--- src/logic/cor_regs.vh ---
// Purpose: register map, field positions, reset values and timing for the output routing block
// Assumes: 32-bit AXI4-Lite register bus, 50 MHz clock
// Notes:   byte addresses, each register one aligned word
`ifndef COR_REGS_VH
`define COR_REGS_VH

// ----------------------------------------
// register byte offsets
// ----------------------------------------
`define COR_CFG_OFF      8'h00
`define COR_INV_OFF      8'h04
`define COR_ASG0_OFF     8'h08
`define COR_ASG1_OFF     8'h0C
`define COR_ASG2_OFF     8'h10
`define COR_ASG3_OFF     8'h14
`define COR_CMD_OFF      8'h18
`define COR_VAL1_OFF     8'h1C
`define COR_VAL2_OFF     8'h20
`define COR_HOSTBO_OFF   8'h24
`define COR_STAT_OFF     8'h28

// ----------------------------------------
// configuration fields
// ----------------------------------------
`define COR_TYPE_LSB     0
`define COR_STR1_LSB     4
`define COR_STR2_LSB     6
`define COR_DEPTH_LSB    8
`define COR_LOCK_LSB     11
`define COR_SLOT5_LSB    14
`define COR_SLOT6_LSB    16
`define COR_MPRIO1_BIT   18
`define COR_MPRIO2_BIT   19
`define COR_REV1_BIT     20
`define COR_REV2_BIT     21
`define COR_CFG_RST      32'h0000_2000
`define COR_TYPE_DUAL    4'hC
`define COR_DEPTH_HOST   3'h2
`define COR_LOCK_RC      3'h3
`define COR_SLOT_NONE    2'h0
`define COR_SLOT_FOUR    2'h1
`define COR_SLOT_TWO     2'h2

// ----------------------------------------
// timing
// ----------------------------------------
`define COR_CLK_MHZ      50
`define COR_TICK_US      1000
`define COR_WARN_MS      3000

`endif

--- src/logic/cor_msg_route.v ---
// Purpose: invert and route message signals onto binary outputs, OR-merging shared outputs
// Assumes: assignment field value k (1..NOUT) selects output k, 0 leaves the message unrouted
// Notes:   purely combinational, the caller registers the result
`timescale 1ns/1ps
module cor_msg_route #(
  parameter NMSG = 16,
  parameter NOUT = 16,
  parameter AW   = 5
) (
  input  wire [NMSG-1:0]    msg,      // message signals, active high
  input  wire [NMSG-1:0]    invMask,  // per-message negation
  input  wire [NMSG*AW-1:0] asgFlat,  // per-message output number
  output wire [NOUT-1:0]    routed,   // merged outputs
  output wire [NOUT-1:0]    assigned  // output has at least one message
);

  wire [NMSG-1:0] msgPol = msg ^ invMask;

  genvar j;
  generate
    for (j = 0; j < NOUT; j = j + 1) begin : gOut
      reg orAcc;
      reg anyAsg;
      integer i;
      always @* begin
        orAcc  = 1'b0;
        anyAsg = 1'b0;
        for (i = 0; i < NMSG; i = i + 1) begin
          if (asgFlat[i*AW +: AW] == j + 1) begin
            orAcc  = orAcc | msgPol[i];
            anyAsg = 1'b1;
          end
        end
      end
      assign routed[j]   = orAcc;
      assign assigned[j] = anyAsg;
    end
  endgenerate

endmodule // cor_msg_route

--- src/logic/cor_warn_timer.v ---
// Purpose: holds the serial warning indication for a fixed number of ticks
// Assumes: tick is a one-cycle enable pulse
// Notes:   a new start restarts the full period
`timescale 1ns/1ps
module cor_warn_timer #(
  parameter TICKS = 3000,
  parameter CW    = 12
) (
  input  wire clk,    // system clock
  input  wire rstn,   // synchronous reset, active low
  input  wire tick,   // periodic enable pulse
  input  wire start,  // restart the warning
  output reg  active  // warning shown
);

  reg [CW-1:0] cnt_q;

  always @(posedge clk) begin
    if (!rstn) begin
      cnt_q  <= {CW{1'b0}};
      active <= 1'b0;
    end else if (start) begin
      cnt_q  <= TICKS[CW-1:0];
      active <= 1'b1;
    end else if (tick && cnt_q != {CW{1'b0}}) begin
      cnt_q  <= cnt_q - 1'b1;
      active <= (cnt_q != {{(CW-1){1'b0}}, 1'b1});
    end
  end

endmodule // cor_warn_timer

--- src/logic/cor_output_routing.v ---
// Purpose: output side of a two-channel process controller: mode messages, host/front arbitration,
//          analog offset outputs and binary output routing
// Assumes: pins pass two flip-flops; control differences, analog inputs and steps come on clk
// Notes:   registers over AXI4-Lite, one outstanding read and write
//
// Notes on behaviour
// - depth 2 or more lets the host write select commands, setpoint and manual value.
// - lock 3 blocks host front operation while no-computer-operation holds; lock 4 never.
// - host select command sets last-operation bit; front internal/manual keys clear it.
// - after host operation, first key press only warns for 3 s; second press switches.
// - controller type 12 enables channel two, selected by shift key with level indication.
// - channel two output path matches channel one but without incremental adjustment.
// - bipolar control differences leave with 50 percent offset, optionally reversed.
// - each message optionally negated and routed to one of sixteen binary outputs.
// - option slots add outputs 9-12/13-16 (four-output) or 9,10/13,14 (relay).
// - slot settings differing from fitted modules raise a configuration error.
// - step increments fixed to outputs 7 and 8 in step structures, not invertible.
// - dual type with channel two step structure 1 or 2 puts its steps on outputs 5,6.
// - messages sharing an output are ORed.
// - unassigned outputs stay low; host may set them only at depth exactly 2.
// - no-computer-standby asserts in internal operation.
// - no-computer-operation is the negated AND of internal select and computer standby.
// - manual message from front or external manual, with safety, blocking, follow-up low; the code ignores follow-up under manual priority.
// - follow-up message needs safety, blocking low, and manual low under manual priority.
// - transmitter fault is the OR of all analog range faults.
// - slave-internal message follows the slave controller internal switch.
// - channel two messages active only with dual type, same meanings.
// - analog function inputs 9-12 become 1 above 50 percent.
//
// Our own choices: register access over AXI4-Lite and the register offsets.
`timescale 1ns/1ps
`include "cor_regs.vh"
module cor_output_routing #(
  parameter TICK_CYCLES = `COR_TICK_US * `COR_CLK_MHZ,
  parameter NFAULT      = 4,
  parameter AIW         = 8
) (
  input  wire              clk,         // 50 MHz clock
  input  wire              rstn,        // synchronous reset, active low
  input  wire [7:0]        s_awaddr,    // write address
  input  wire              s_awvalid,   // write address valid
  output reg               s_awready,   // write address ready
  input  wire [31:0]       s_wdata,     // write data
  input  wire [3:0]        s_wstrb,     // byte enables
  input  wire              s_wvalid,    // write data valid
  output reg               s_wready,    // write data ready
  output reg  [1:0]        s_bresp,     // write response
  output reg               s_bvalid,    // write response valid
  input  wire              s_bready,    // write response ready
  input  wire [7:0]        s_araddr,    // read address
  input  wire              s_arvalid,   // read address valid
  output reg               s_arready,   // read address ready
  output reg  [31:0]       s_rdata,     // read data
  output reg  [1:0]        s_rresp,     // read response
  output reg               s_rvalid,    // read data valid
  input  wire              s_rready,    // read data ready
  input  wire              keyInt,      // front internal key pin
  input  wire              keyMan,      // front manual key pin
  input  wire              keyShift,    // front shift key pin
  input  wire              keyUp,       // front increment key pin
  input  wire              keyDn,       // front decrement key pin
  input  wire [1:0]        extManPin,   // external manual signal per channel
  input  wire [1:0]        safetyPin,   // safety signal per channel
  input  wire [1:0]        blockPin,    // blocking signal per channel
  input  wire [1:0]        followPin,   // follow-up signal per channel
  input  wire [1:0]        standbyPin,  // computer standby per channel
  input  wire              slaveIntPin, // slave controller internal switch
  input  wire [NFAULT-1:0] rangeFault,  // analog input out-of-range pins
  input  wire [1:0]        fitted5,     // module detected in slot 5
  input  wire [1:0]        fitted6,     // module detected in slot 6
  input  wire [7:0]        ctlDiff1,    // channel one control difference, signed
  input  wire [7:0]        ctlDiff2,    // channel two control difference, signed
  input  wire [1:0]        stepUp,      // positioning increment up per channel
  input  wire [1:0]        stepDn,      // positioning increment down per channel
  input  wire [4*AIW-1:0]  funcIn,      // analog function inputs 9 to 12
  output reg  [15:0]       binOut,      // binary outputs 1 to 16
  output reg  [7:0]        aOut1,       // analog output channel one
  output reg  [7:0]        aOut2,       // analog output channel two
  output reg  [15:0]       setpoint,    // internal setpoint channel one
  output reg  [15:0]       manValue1,   // manual output value channel one
  output reg  [15:0]       manValue2,   // manual output value channel two
  output reg               levelTwo,    // level II shown
  output reg               cfgError,    // slot configuration error
  output reg               warnFlash    // serial warning shown
);

  localparam [31:0] WARN_TICKS = (`COR_WARN_MS * 1000) / `COR_TICK_US;
  localparam [AIW-1:0] HALF    = {1'b1, {(AIW-1){1'b0}}};

  // ----------------------------------------
  // pin synchronisers
  // ----------------------------------------
  localparam NS = 20 + NFAULT;
  wire [NS-1:0] pinRaw = {rangeFault, fitted6, fitted5, slaveIntPin, standbyPin, followPin,
                          blockPin, safetyPin, extManPin, keyDn, keyUp, keyShift, keyMan, keyInt};
  reg  [NS-1:0] sync1_q;
  reg  [NS-1:0] sync2_q;
  reg  [4:0]    keyPrev_q;

  always @(posedge clk) begin
    if (!rstn) begin
      sync1_q   <= {NS{1'b0}};
      sync2_q   <= {NS{1'b0}};
      keyPrev_q <= 5'h00;
    end else begin
      sync1_q   <= pinRaw;
      sync2_q   <= sync1_q;
      keyPrev_q <= sync2_q[4:0];
    end
  end

  wire [4:0]        keyEdge  = sync2_q[4:0] & ~keyPrev_q;
  wire [1:0]        extMan   = sync2_q[6:5];
  wire [1:0]        safety   = sync2_q[8:7];
  wire [1:0]        block    = sync2_q[10:9];
  wire [1:0]        follow   = sync2_q[12:11];
  wire [1:0]        standby  = sync2_q[14:13];
  wire              slaveInt = sync2_q[15];
  wire [1:0]        fit5     = sync2_q[17:16];
  wire [1:0]        fit6     = sync2_q[19:18];
  wire [NFAULT-1:0] faults   = sync2_q[NS-1:20];

  // ----------------------------------------
  // tick divider and warning timer
  // ----------------------------------------
  reg [31:0] divCnt_q;
  reg        tick_q;

  always @(posedge clk) begin
    if (!rstn) begin
      divCnt_q <= 32'h0000_0000;
      tick_q   <= 1'b0;
    end else if (divCnt_q == TICK_CYCLES - 1) begin
      divCnt_q <= 32'h0000_0000;
      tick_q   <= 1'b1;
    end else begin
      divCnt_q <= divCnt_q + 32'h0000_0001;
      tick_q   <= 1'b0;
    end
  end

  reg  warnStart;
  wire warnActive;

  cor_warn_timer #(
    .TICKS (WARN_TICKS),
    .CW    (16)
  ) uWarn (
    .clk    (clk),
    .rstn   (rstn),
    .tick   (tick_q),
    .start  (warnStart),
    .active (warnActive)
  );

  // ----------------------------------------
  // registers
  // ----------------------------------------
  reg [31:0]  cfg_q;
  reg [15:0]  inv_q;
  reg [127:0] asg_q;
  reg [15:0]  hostBo_q;
  reg [1:0]   intSel_q;
  reg [1:0]   manSel_q;
  reg         lastSerial_q;
  reg         warnPending_q;
  reg [7:0]   awAddr_q;
  reg [31:0]  wData_q;
  reg [3:0]   wStrb_q;
  reg         awHeld_q;
  reg         wHeld_q;

  wire [3:0] ctlType = cfg_q[`COR_TYPE_LSB +: 4];
  wire [1:0] outStr1 = cfg_q[`COR_STR1_LSB +: 2];
  wire [1:0] outStr2 = cfg_q[`COR_STR2_LSB +: 2];
  wire [2:0] depth   = cfg_q[`COR_DEPTH_LSB +: 3];
  wire [2:0] lockSw  = cfg_q[`COR_LOCK_LSB +: 3];
  wire [1:0] slot5   = cfg_q[`COR_SLOT5_LSB +: 2];
  wire [1:0] slot6   = cfg_q[`COR_SLOT6_LSB +: 2];
  wire       dual    = (ctlType == `COR_TYPE_DUAL);
  wire       hostCtl = (depth >= `COR_DEPTH_HOST);
  wire [1:0] noCompOp = ~(intSel_q & standby);
  wire       hostFront = hostCtl && !(lockSw == `COR_LOCK_RC && noCompOp[0]);

  wire [31:0] byteMask = {{8{wStrb_q[3]}}, {8{wStrb_q[2]}}, {8{wStrb_q[1]}}, {8{wStrb_q[0]}}};
  wire        doWrite  = awHeld_q && wHeld_q && !s_bvalid;
  wire [3:0]  wIdx     = awAddr_q[5:2];
  wire        wMapped  = (awAddr_q[7:6] == 2'b00) && (awAddr_q <= `COR_HOSTBO_OFF);

  function [31:0] merge;
    input [31:0] oldV;
    input [31:0] newV;
    input [31:0] mask;
    begin
      merge = (oldV & ~mask) | (newV & mask);
    end
  endfunction

  wire [31:0] invNew   = merge({16'h0000, inv_q}, wData_q, byteMask);

  wire cmdWr  = doWrite && awAddr_q == `COR_CMD_OFF && hostFront;
  wire keyIntE = keyEdge[0];
  wire keyManE = keyEdge[1];
  wire lvl     = levelTwo & dual;

  always @(posedge clk) begin
    if (!rstn) begin
      cfg_q         <= `COR_CFG_RST;
      inv_q         <= 16'h0000;
      asg_q         <= 128'h0;
      hostBo_q      <= 16'h0000;
      intSel_q      <= 2'h3;
      manSel_q      <= 2'h0;
      setpoint      <= 16'h0000;
      manValue1     <= 16'h0000;
      manValue2     <= 16'h0000;
      lastSerial_q  <= 1'b0;
      warnPending_q <= 1'b0;
      levelTwo      <= 1'b0;
      warnStart     <= 1'b0;
    end else begin
      warnStart <= 1'b0;
      if (keyEdge[2] && dual)
        levelTwo <= ~levelTwo;
      else if (!dual)
        levelTwo <= 1'b0;
      // front keys: first press after host operation only warns
      if (keyIntE || keyManE) begin
        if (lastSerial_q && !warnPending_q) begin
          warnPending_q <= 1'b1;
          warnStart     <= 1'b1;
        end else begin
          warnPending_q <= 1'b0;
          lastSerial_q  <= 1'b0;
          if (keyIntE)
            intSel_q[lvl] <= ~intSel_q[lvl];
          if (keyManE)
            manSel_q[lvl] <= ~manSel_q[lvl];
        end
      end
      // incremental manual adjustment exists on channel one only
      if (tick_q && !lvl && manSel_q[0]) begin
        if (sync2_q[3] && manValue1 != 16'hFFFF)
          manValue1 <= manValue1 + 16'h0001;
        else if (sync2_q[4] && manValue1 != 16'h0000)
          manValue1 <= manValue1 - 16'h0001;
      end
      if (doWrite && wMapped) begin
        case (wIdx)
          4'h0: cfg_q <= merge(cfg_q, wData_q, byteMask);
          4'h1: inv_q <= invNew[15:0];
          4'h2: asg_q[31:0]   <= merge(asg_q[31:0], wData_q, byteMask);
          4'h3: asg_q[63:32]  <= merge(asg_q[63:32], wData_q, byteMask);
          4'h4: asg_q[95:64]  <= merge(asg_q[95:64], wData_q, byteMask);
          4'h5: asg_q[127:96] <= merge(asg_q[127:96], wData_q, byteMask);
          4'h7: begin
            if (hostCtl) begin
              setpoint  <= wData_q[15:0];
              manValue1 <= wData_q[31:16];
            end
          end
          4'h8: begin
            if (hostCtl)
              manValue2 <= wData_q[15:0];
          end
          4'h9: hostBo_q <= wData_q[15:0];
          default: begin
          end
        endcase
      end
      // host select commands; a set here wins over a key clear above
      if (cmdWr) begin
        intSel_q[0]   <= wData_q[0];
        manSel_q[0]   <= wData_q[1];
        lastSerial_q  <= 1'b1;
        warnPending_q <= 1'b0;
      end
    end
  end

  // ----------------------------------------
  // AXI4-Lite handshakes
  // ----------------------------------------
  always @(posedge clk) begin
    if (!rstn) begin
      s_awready <= 1'b1;
      s_wready  <= 1'b1;
      s_bvalid  <= 1'b0;
      s_bresp   <= 2'b00;
      awHeld_q  <= 1'b0;
      wHeld_q   <= 1'b0;
      awAddr_q  <= 8'h00;
      wData_q   <= 32'h0000_0000;
      wStrb_q   <= 4'h0;
    end else begin
      if (s_awready && s_awvalid) begin
        awAddr_q  <= s_awaddr;
        awHeld_q  <= 1'b1;
        s_awready <= 1'b0;
      end
      if (s_wready && s_wvalid) begin
        wData_q  <= s_wdata;
        wStrb_q  <= s_wstrb;
        wHeld_q  <= 1'b1;
        s_wready <= 1'b0;
      end
      if (doWrite) begin
        s_bvalid <= 1'b1;
        s_bresp  <= wMapped ? 2'b00 : 2'b11;
      end
      if (s_bvalid && s_bready) begin
        s_bvalid  <= 1'b0;
        awHeld_q  <= 1'b0;
        wHeld_q   <= 1'b0;
        s_awready <= 1'b1;
        s_wready  <= 1'b1;
      end
    end
  end

  reg [31:0] rdMux;
  reg        rdOk;

  always @* begin
    rdMux = 32'h0000_0000;
    rdOk  = 1'b1;
    case (s_araddr)
      `COR_CFG_OFF:    rdMux = cfg_q;
      `COR_INV_OFF:    rdMux = {16'h0000, inv_q};
      `COR_ASG0_OFF:   rdMux = asg_q[31:0];
      `COR_ASG1_OFF:   rdMux = asg_q[63:32];
      `COR_ASG2_OFF:   rdMux = asg_q[95:64];
      `COR_ASG3_OFF:   rdMux = asg_q[127:96];
      `COR_CMD_OFF:    rdMux = {30'h0, manSel_q[0], intSel_q[0]};
      `COR_VAL1_OFF:   rdMux = {manValue1, setpoint};
      `COR_VAL2_OFF:   rdMux = {16'h0000, manValue2};
      `COR_HOSTBO_OFF: rdMux = {16'h0000, hostBo_q};
      `COR_STAT_OFF:   rdMux = {binOut, 8'h00, manSel_q, intSel_q, levelTwo, cfgError,
                                warnFlash, lastSerial_q};
      default:         rdOk  = 1'b0;
    endcase
  end

  always @(posedge clk) begin
    if (!rstn) begin
      s_arready <= 1'b1;
      s_rvalid  <= 1'b0;
      s_rdata   <= 32'h0000_0000;
      s_rresp   <= 2'b00;
    end else if (s_arready && s_arvalid) begin
      s_rdata   <= rdMux;
      s_rresp   <= rdOk ? 2'b00 : 2'b11;
      s_rvalid  <= 1'b1;
      s_arready <= 1'b0;
    end else if (s_rvalid && s_rready) begin
      s_rvalid  <= 1'b0;
      s_arready <= 1'b1;
    end
  end

  // ----------------------------------------
  // message signals
  // ----------------------------------------
  wire [1:0] mPrio   = {cfg_q[`COR_MPRIO2_BIT], cfg_q[`COR_MPRIO1_BIT]};
  wire [1:0] manSrc  = manSel_q | extMan;
  wire [1:0] manMsg  = manSrc & ~safety & ~block & ~(~mPrio & follow);
  wire [1:0] folMsg  = follow & ~safety & ~block & ~(mPrio & manSrc);
  wire       faultMsg = |faults;
  wire [3:0] funcMsg;

  genvar g;
  generate
    for (g = 0; g < 4; g = g + 1) begin : gFunc
      assign funcMsg[g] = funcIn[g*AIW +: AIW] > HALF;
    end
  endgenerate

  // second channel messages stay quiet unless dual type
  wire [4:0] ch2Msg = dual ? {1'b0, folMsg[1], manMsg[1], noCompOp[1], intSel_q[1]} : 5'h00;
  wire [15:0] msgVec = {1'b0, funcMsg, ch2Msg, slaveInt, faultMsg, folMsg[0], manMsg[0],
                        noCompOp[0], intSel_q[0]};

  wire [15:0] routed;
  wire [15:0] assigned;
  wire [79:0] asgFlat;

  generate
    for (g = 0; g < 16; g = g + 1) begin : gAsg
      assign asgFlat[g*5 +: 5] = asg_q[g*8 +: 5];
    end
  endgenerate

  cor_msg_route #(
    .NMSG (16),
    .NOUT (16),
    .AW   (5)
  ) uRoute (
    .msg      (msgVec),
    .invMask  (inv_q),
    .asgFlat  (asgFlat),
    .routed   (routed),
    .assigned (assigned)
  );

  // ----------------------------------------
  // binary and analog outputs
  // ----------------------------------------
  reg [15:0] boNext;

  always @* begin
    boNext = routed | ((depth == `COR_DEPTH_HOST) ? (hostBo_q & ~assigned) : 16'h0000);
    if (outStr1 != 2'b00) begin
      boNext[6] = stepUp[0];
      boNext[7] = stepDn[0];
    end
    if (dual && (outStr2 == 2'b01 || outStr2 == 2'b10)) begin
      boNext[4] = stepUp[1];
      boNext[5] = stepDn[1];
    end
    if (slot5 == `COR_SLOT_NONE)
      boNext[11:8] = 4'h0;
    else if (slot5 == `COR_SLOT_TWO)
      boNext[11:10] = 2'b00;
    if (slot6 == `COR_SLOT_NONE)
      boNext[15:12] = 4'h0;
    else if (slot6 == `COR_SLOT_TWO)
      boNext[15:14] = 2'b00;
  end

  // reversing -128 wraps; the converter span makes that corner harmless
  wire [7:0] diff1 = cfg_q[`COR_REV1_BIT] ? (~ctlDiff1 + 8'h01) : ctlDiff1;
  wire [7:0] diff2 = cfg_q[`COR_REV2_BIT] ? (~ctlDiff2 + 8'h01) : ctlDiff2;

  always @(posedge clk) begin
    if (!rstn) begin
      binOut    <= 16'h0000;
      aOut1     <= 8'h80;
      aOut2     <= 8'h80;
      cfgError  <= 1'b0;
      warnFlash <= 1'b0;
    end else begin
      binOut    <= boNext;
      aOut1     <= diff1 ^ 8'h80;
      aOut2     <= dual ? (diff2 ^ 8'h80) : 8'h80;
      cfgError  <= (slot5 != fit5) || (slot6 != fit6);
      warnFlash <= warnActive;
    end
  end

endmodule // cor_output_routing

--- config.mk ---
export PLATFORM = sky130hd
export DESIGN_NAME = cor_output_routing
export DESIGN_NICKNAME = d
export VERILOG_FILES = /design/src/logic/cor_msg_route.v /design/src/logic/cor_warn_timer.v /design/src/logic/cor_output_routing.v
export VERILOG_INCLUDE_DIRS = /design/src /design/src/logic
export SDC_FILE = /design/constraint.sdc
export NUM_CORES = 1
export LEC_CHECK = 0
export ABC_AREA = 1
export CAP_MARGIN = 20
export CORE_MARGIN = 2
export CORE_UTILIZATION = 40
export DETAILED_ROUTE_END_ITERATION = 12
export DONT_BUFFER_PORTS = 1
export PLACE_DENSITY = 0.61
export SLEW_MARGIN = 20
export SYNTH_ARGS = -nofsm -noshare
export SYNTH_HDL_FRONTEND = slang
export SYNTH_HIERARCHICAL = 1
export SYNTH_SLANG_ARGS = --single-unit
export TNS_END_PERCENT = 50
--- constraint.sdc ---
create_clock -name clk -period 2.7 [get_ports clk]
set_input_delay 0.405 -clock clk [delete_from_list [all_inputs] [get_ports clk]]
set_output_delay 0.405 -clock clk [all_outputs]
set_load 0.005 [all_outputs]
==> impl_metrics.toml, run 1 <==
[outcome]
status = "finished clean"

[timing]
worst_pin_slew_ps = 945
slew_violations = 0
rsz0062_at_grt = "no"
slew_headroom = 0.368
clock.fmax_ghz = 0.415
fin_ws_ps = 291
finalHoldViolations = 0
fin_crit_sh = 0.892
setup_viol = 0
clock_skew_ps = 36.0
setup_tns_ps = 0
fin_crit_ps = 2410

[synth]
syn_avg_cell_area_um2 = 6.13
yosysMostFrequentCell = "nand2_1"
synthFlopType = "dfxtp_1"
ys_seq_area_frac = 0.357
synth_cell_types = 48
synth_top_family_by_area = "simple AND/OR/NAND/NOR gates"
async_reset_ff_frac = 0
synth_compound_area_frac = 0.131
yosys_warnings = 6
synth_largest_area_cell = "dfxtp_1"
yosys-top-cells-count = "977 x nand2_1, 803 x nor2_1, 551 x inv_1"
synthCells = 4274
synth_fa_ha_area_frac = 0.00382
syn_area_mm2 = 0.0262
synth-simple-area-share = 0.378
synthXorXnorAreaFrac = 0.0153
synth_seq_cells = 468
synthTopCellsByArea = "dfxtp_1 36%, nand2_1 14%, nor2_1 11%"
synthMuxAreaShare = 0
synth_enable_flop_cells = 0
yosysTopAreaCellShare = 0.357

[clock_network]
path_clk_slew_ps = 70
clock-root-buffer = "clkbuf_16"
clock_path_buffers = 3
numClockSinks = 468
cts_tree = "done"
clkLatencyLatePin_ps = 640
numCtsBuffers = 52
post_cts_resized = 0
cts_max_level = 2

[setup_path]
reg2reg_slack_ps = 290
arrival_ps = 2920
end_kind = "flop"
reg2reg_depth = 15
reg2reg_to = "binOut[6]"
crit_fanout = 10
crit_type = "flop to flop"
cp-start-kind = "flop"
crit_required_ps = 3210

[drt]
dr.pass1.iters = 6
vias = 28369
wl_um = 119000
drc = 0
drt_iter0_drc = 2989
viasPerCell = 5.43
wl_per_cell_um = 22.7
antenna_left = 0

[die]
row_count = 93
die-area_mm2 = 0.0676
die_h_um = 260
ios = 259
initial_core_util = 0.406
die_w_um = 260
core_area_mm2 = 0.0646

[power_and_ir_drop]
leakagePower_nw = 13.1
power_density_mw_per_mm2 = 521
ir_worst_vdd_mv = 0.506

[cells_and_area]
drive_gt1_frac = 0.0602
multi_input_area_mm2 = 0.0139
seqCellArea_mm2 = 0.00937
fillCellCount = 6933
nets = 4471
stdcell_count = 5227
area_growth_pct = 13.9

[placement]
dp_slack_ps = 383
portBuffers = 0
place_inst = 5045
gp_congestion = 1.04
dp_hpwl_um = 90900

[grt]
grt_pass1_vias = 26074
overflow = 0
antenna_found_initial = 2
grt_pass1_wl_um = 172000
grt_use_total = 0.343
grt_max_degree = 175

[hold_path]
whs_path_depth = 2
timing.hold.worst.start = "s_wdata[12]"
hold_class = "input pin to flop"
min_to = "wData_q[12]"

[flow_run]
maxCapViolations = 0
-- worst max-delay path by stage --
stage / from / slack [ps] / depth (start not counted) / endpoint
after global placement: funcIn[8] / 460 / 12 / binOut[7]
after CTS: flop / 340 / 15 / binOut[6]
final: flop / 290 / 15 / binOut[6]
after detailed placement: flop / 380 / 15 / binOut[6]
after floorplan: flop / 700 / 16 / binOut[4]
after global routing: flop / 10 / 15 / binOut[4]
-- metal layers --
layer	track usage	routed length (um)	vias up	part of all wire
li1	-	-	13684	-
met1	0.453	49800	13104	0.42
met2	0.535	52200	1323	0.44
met3	0.0746	11100	258	0.093
met4	0.154	5500	0	0.046
met5	0	0	-	0
-- what timing repair did --
item | in CTS | in global routing
hold buffers | 84 | 0
hold endpoints to repair | 208 | 0
endpoints found under the setup margin | 0 | 0
buffers inserted | 0 | 0
-- cells by family (layout without fill, tap and decap cells) --
| family | after synthesis | after routing |
|---|---|---|
| AO/OA/AOI/OAI | 664 | 664 |
| XOR/XNOR | 44 | 44 |
| adder cells (fa/ha/maj) | 8 | 8 |
| buffers and inverters | 740 | 832 |
| flip-flops | 468 | 468 |
| other | 1 | 7 |
| AND/OR/NAND/NOR | 2349 | 2349 |
-- critical path, stage by stage, from the launching register on --
cell,delay [ps]
dfxtp_1,340
nor4_4,360
nand2_1,120
a211oi_1,280
inv_1,70
nand2_1,60
nand2_1,110
buf_4,220
nand3_1,100
nand2_1,60
inv_1,40
nand2_1,50
nor2_1,100
nand2_1,110
nor3_1,150
a21oi_1,100
-- cells in the final DEF (no fill, tap or decap), types with 4 or more instances in the layout --
cell type and count:
bufinv_16 5, nor3_2 4, o22ai_1 14, inv_2 17
nand2_1 976, nor2_1 801, and3_1 4, o21ai_0 315
nand3b_1 4, clkinv_2 8, xor2_1 34, clkbuf_8 11
clkbuf_16 52, a21oi_1 276, a21boi_0 5, clkinv_4 5
nand2_2 7, a211oi_1 18, nand4_1 107, nor4_1 13
inv_1 550, o21ai_1 21, buf_12 5, ha_1 8
clkbuf_1 8, xnor2_1 8, conb_1 4, buf_4 79
nor3_1 46, nor2_2 34, dlygate4sd3_1 82, o211ai_1 8
dfxtp_1 468, nand3_1 324, or2_2 5, nor2_4 14
-- power by group --
part	switching (W)	internal (W)	total, W
sequential	0.000186	0.00703	0.00721
clock	0.00316	0.00437	0.00753
combinational	0.000539	0.000260	0.000799
-- through the flow --
step                hold slack [ps]  utilization  cell area, um^2  power (W)
floorplan                       390            -            26200    0.00773
finish                         21.5        0.462            29900     0.0155
global route                   16.3        0.462            29800     0.0160
CTS                          0.0912        0.462            29800     0.0156
detailed placement              397        0.420            27200    0.00798
global placement                397        0.420            27200    0.00797
-- final cells by class --
class	instances	share of cell area
sequential	468	0.314
inverter	569	0.0715
tap	855	0.0358
clock inverter	24	0.0113
antenna	3	0.000251
multi-input combinational	3069	0.465
clock buffer	71	0.0497
timing repair buffer	168	0.0526
Power figures use the tool's default switching activity.
==> inputs of run 2 (changes only) <==
--- a/config.mk
+++ b/config.mk
@@ -12,7 +12,7 @@
 export CORE_UTILIZATION = 40
 export DETAILED_ROUTE_END_ITERATION = 12
 export DONT_BUFFER_PORTS = 1
-export PLACE_DENSITY = 0.61
+export PLACE_DENSITY = 0.52
 export SLEW_MARGIN = 20
 export SYNTH_ARGS = -nofsm -noshare
 export SYNTH_HDL_FRONTEND = slang
==> run 2 against run 1 <==
Effect of this change: sequential share of layout area increased by 0.061 points; via count decreased by 0.70%; register-to-register slack got worse by 180 ps.
==> impl_metrics.toml, run 2 (synthesized netlist as in run 1, its figures left out) <==
[timing]
worst_pin_slew_ps = 1130
finalHoldViolations = 0
fin_crit_sh = 0.959
slew_violations = 0
fin_crit_ps = 2590
clock_skew_ps = 22.9
clock.fmax_ghz = 0.386
rsz0062_at_grt = "no"
slew_headroom = 0.238
setup_viol = 0
setup_tns_ps = 0

[setup_path]
crit_required_ps = 3170
cp_slowest_cell = "dfxtp_1"
reg2reg_slack_ps = 110
crit_fanout = 10
arrival_ps = 3060
end_kind = "flop"
cp_cell_sequence = "nor4_4, inv_1, nor2_1, xnor2_2, inv_2, nand2_1, nand4_1, nor2_1, nand2_1, nor3_1, a21oi_1"
crit_type = "flop to flop"
slowest_delay_ps = 340
cp-start-kind = "flop"
reg2reg_to = "binOut[6]"
reg2reg_depth = 11

[power_and_ir_drop]
leakagePower_nw = 13.0
power_density_mw_per_mm2 = 522
fin_total_pwr_w = 0.0156
ir_worst_vdd_mv = 0.642

[drt]
vias = 28170
viasPerCell = 5.39
antenna_left = 0
dr.pass1.iters = 6
drc = 0
wl_per_cell_um = 22.9
drt_iter0_drc = 3074
wl_um = 120000

[die]
ios = 259
die_w_um = 260
initial_core_util = 0.406
core_area_mm2 = 0.0646
die-area_mm2 = 0.0676
die_h_um = 260
row_count = 93

[hold_path]
min_to = "binOut[4]"
timing.hold.worst.start = "stepUp[1]"
hold_class = "input pin to flop"
whs_path_depth = 2

[flow_run]
maxCapViolations = 0

[clock_network]
clkLatencyLatePin_ps = 610
numCtsBuffers = 53
cts_max_level = 2
cts_setup_buffers = 0
clock-root-buffer = "clkbuf_16"
cts_tree = "done"
path_clk_slew_ps = 60
numClockSinks = 468
clock_path_buffers = 3

[grt]
grt_use_total = 0.345
grt_max_degree = 156
overflow = 0
grt_pass1_vias = 25764
antenna_found_initial = 8
grt_pass1_wl_um = 173000

[cells_and_area]
final_common_cell = "nand2_1"
fillCellCount = 6933
nets = 4475
drive_gt1_frac = 0.0576
area_growth_pct = 13.7
mostFrequentLayoutCells = "975 x nand2_1, 801 x nor2_1, 550 x inv_1"

[placement]
gp_congestion = 1.05
dp_hpwl_um = 91300
portBuffers = 0

[outcome]
status = "finished clean"
==> run 2: final cells by class <==
| class | instances | area, um^2 | share of cell area |
|---|---|---|---|
| inverters | 569 | 2140 | 0.0717 |
| clock buffers | 76 | 1470 | 0.0494 |
| flip-flops and latches | 468 | 9370 | 0.314 |
| clock inverters | 20 | 317 | 0.0106 |
| multi-input cells | 3069 | 13900 | 0.466 |
| repair buffers | 171 | 1540 | 0.0516 |
| diodes | 3 | 7.51 | 0.000252 |
| well taps | 855 | 1070 | 0.0359 |
==> run 2: worst max-delay path, delay by kind of cell (launching register included) <==
| kind | cells | cell delay (ps) |
|---|---|---|
| AO/OA/AOI/OAI | 1 | 100 |
| flip-flops | 1 | 340 |
| AND/OR/NAND/NOR | 7 | 1300 |
| buffers and inverters | 2 | 420 |
| XOR/XNOR | 1 | 290 |
==> run 2: stage by stage <==
| stage | instance area [um^2] | util | std cells | setup WS (ps) | hold WS (ps) |
|---|---|---|---|---|---|
| after floorplan | 26200 | - | 4277 | 695 | 390 |
| after global placement | 27100 | 0.419 | 5042 | 230 | 394 |
| after detailed placement | 27100 | 0.419 | 5042 | 185 | 399 |
| after CTS | 29800 | 0.461 | 5228 | 153 | 0.923 |
| after global routing | 29800 | 0.461 | 5229 | 58.6 | 26.0 |
| final | 29800 | 0.461 | 5231 | 110 | 25.3 |
==> run 2: timing repair <==
action,in CTS,in global routing
endpoints found under the hold margin,193,0
hold buffers,90,0
endpoints found under the setup margin,0,3
gates resized for setup,0,1
==> run 2: power by group <==
| group | switching, W | total [W] | internal (W) | leakage, nW |
|---|---|---|---|---|
| clock | 0.00308 | 0.00755 | 0.00447 | 0.868 |
| sequential | 0.000192 | 0.00722 | 0.00703 | 3.80 |
| combinational | 0.000530 | 0.000788 | 0.000258 | 8.37 |
| total | 0.00380 | 0.0156 | 0.0118 | 13.0 |
==> run 2: routing by layer <==
layer	GRT usage	vias to the layer above	wire, um
met4	0.130	6	4730
li1	-	13675	-
met1	0.466	13053	51900
met3	0.0750	222	10400
met2	0.538	1214	52400
met5	0	-	41
==> run 2: worst max path at each step <==
| stage | start | endpoint | slack [ps] | cells after the start |
|---|---|---|---|---|
| final | flop | binOut[6] | 110 | 11 |
| after floorplan | flop | binOut[4] | 700 | 16 |
| after global placement | flop | binOut[6] | 230 | 15 |
| after detailed placement | flop | binOut[6] | 190 | 15 |
| after CTS | flop | binOut[6] | 150 | 15 |
| after global routing | flop | binOut[6] | 60 | 15 |
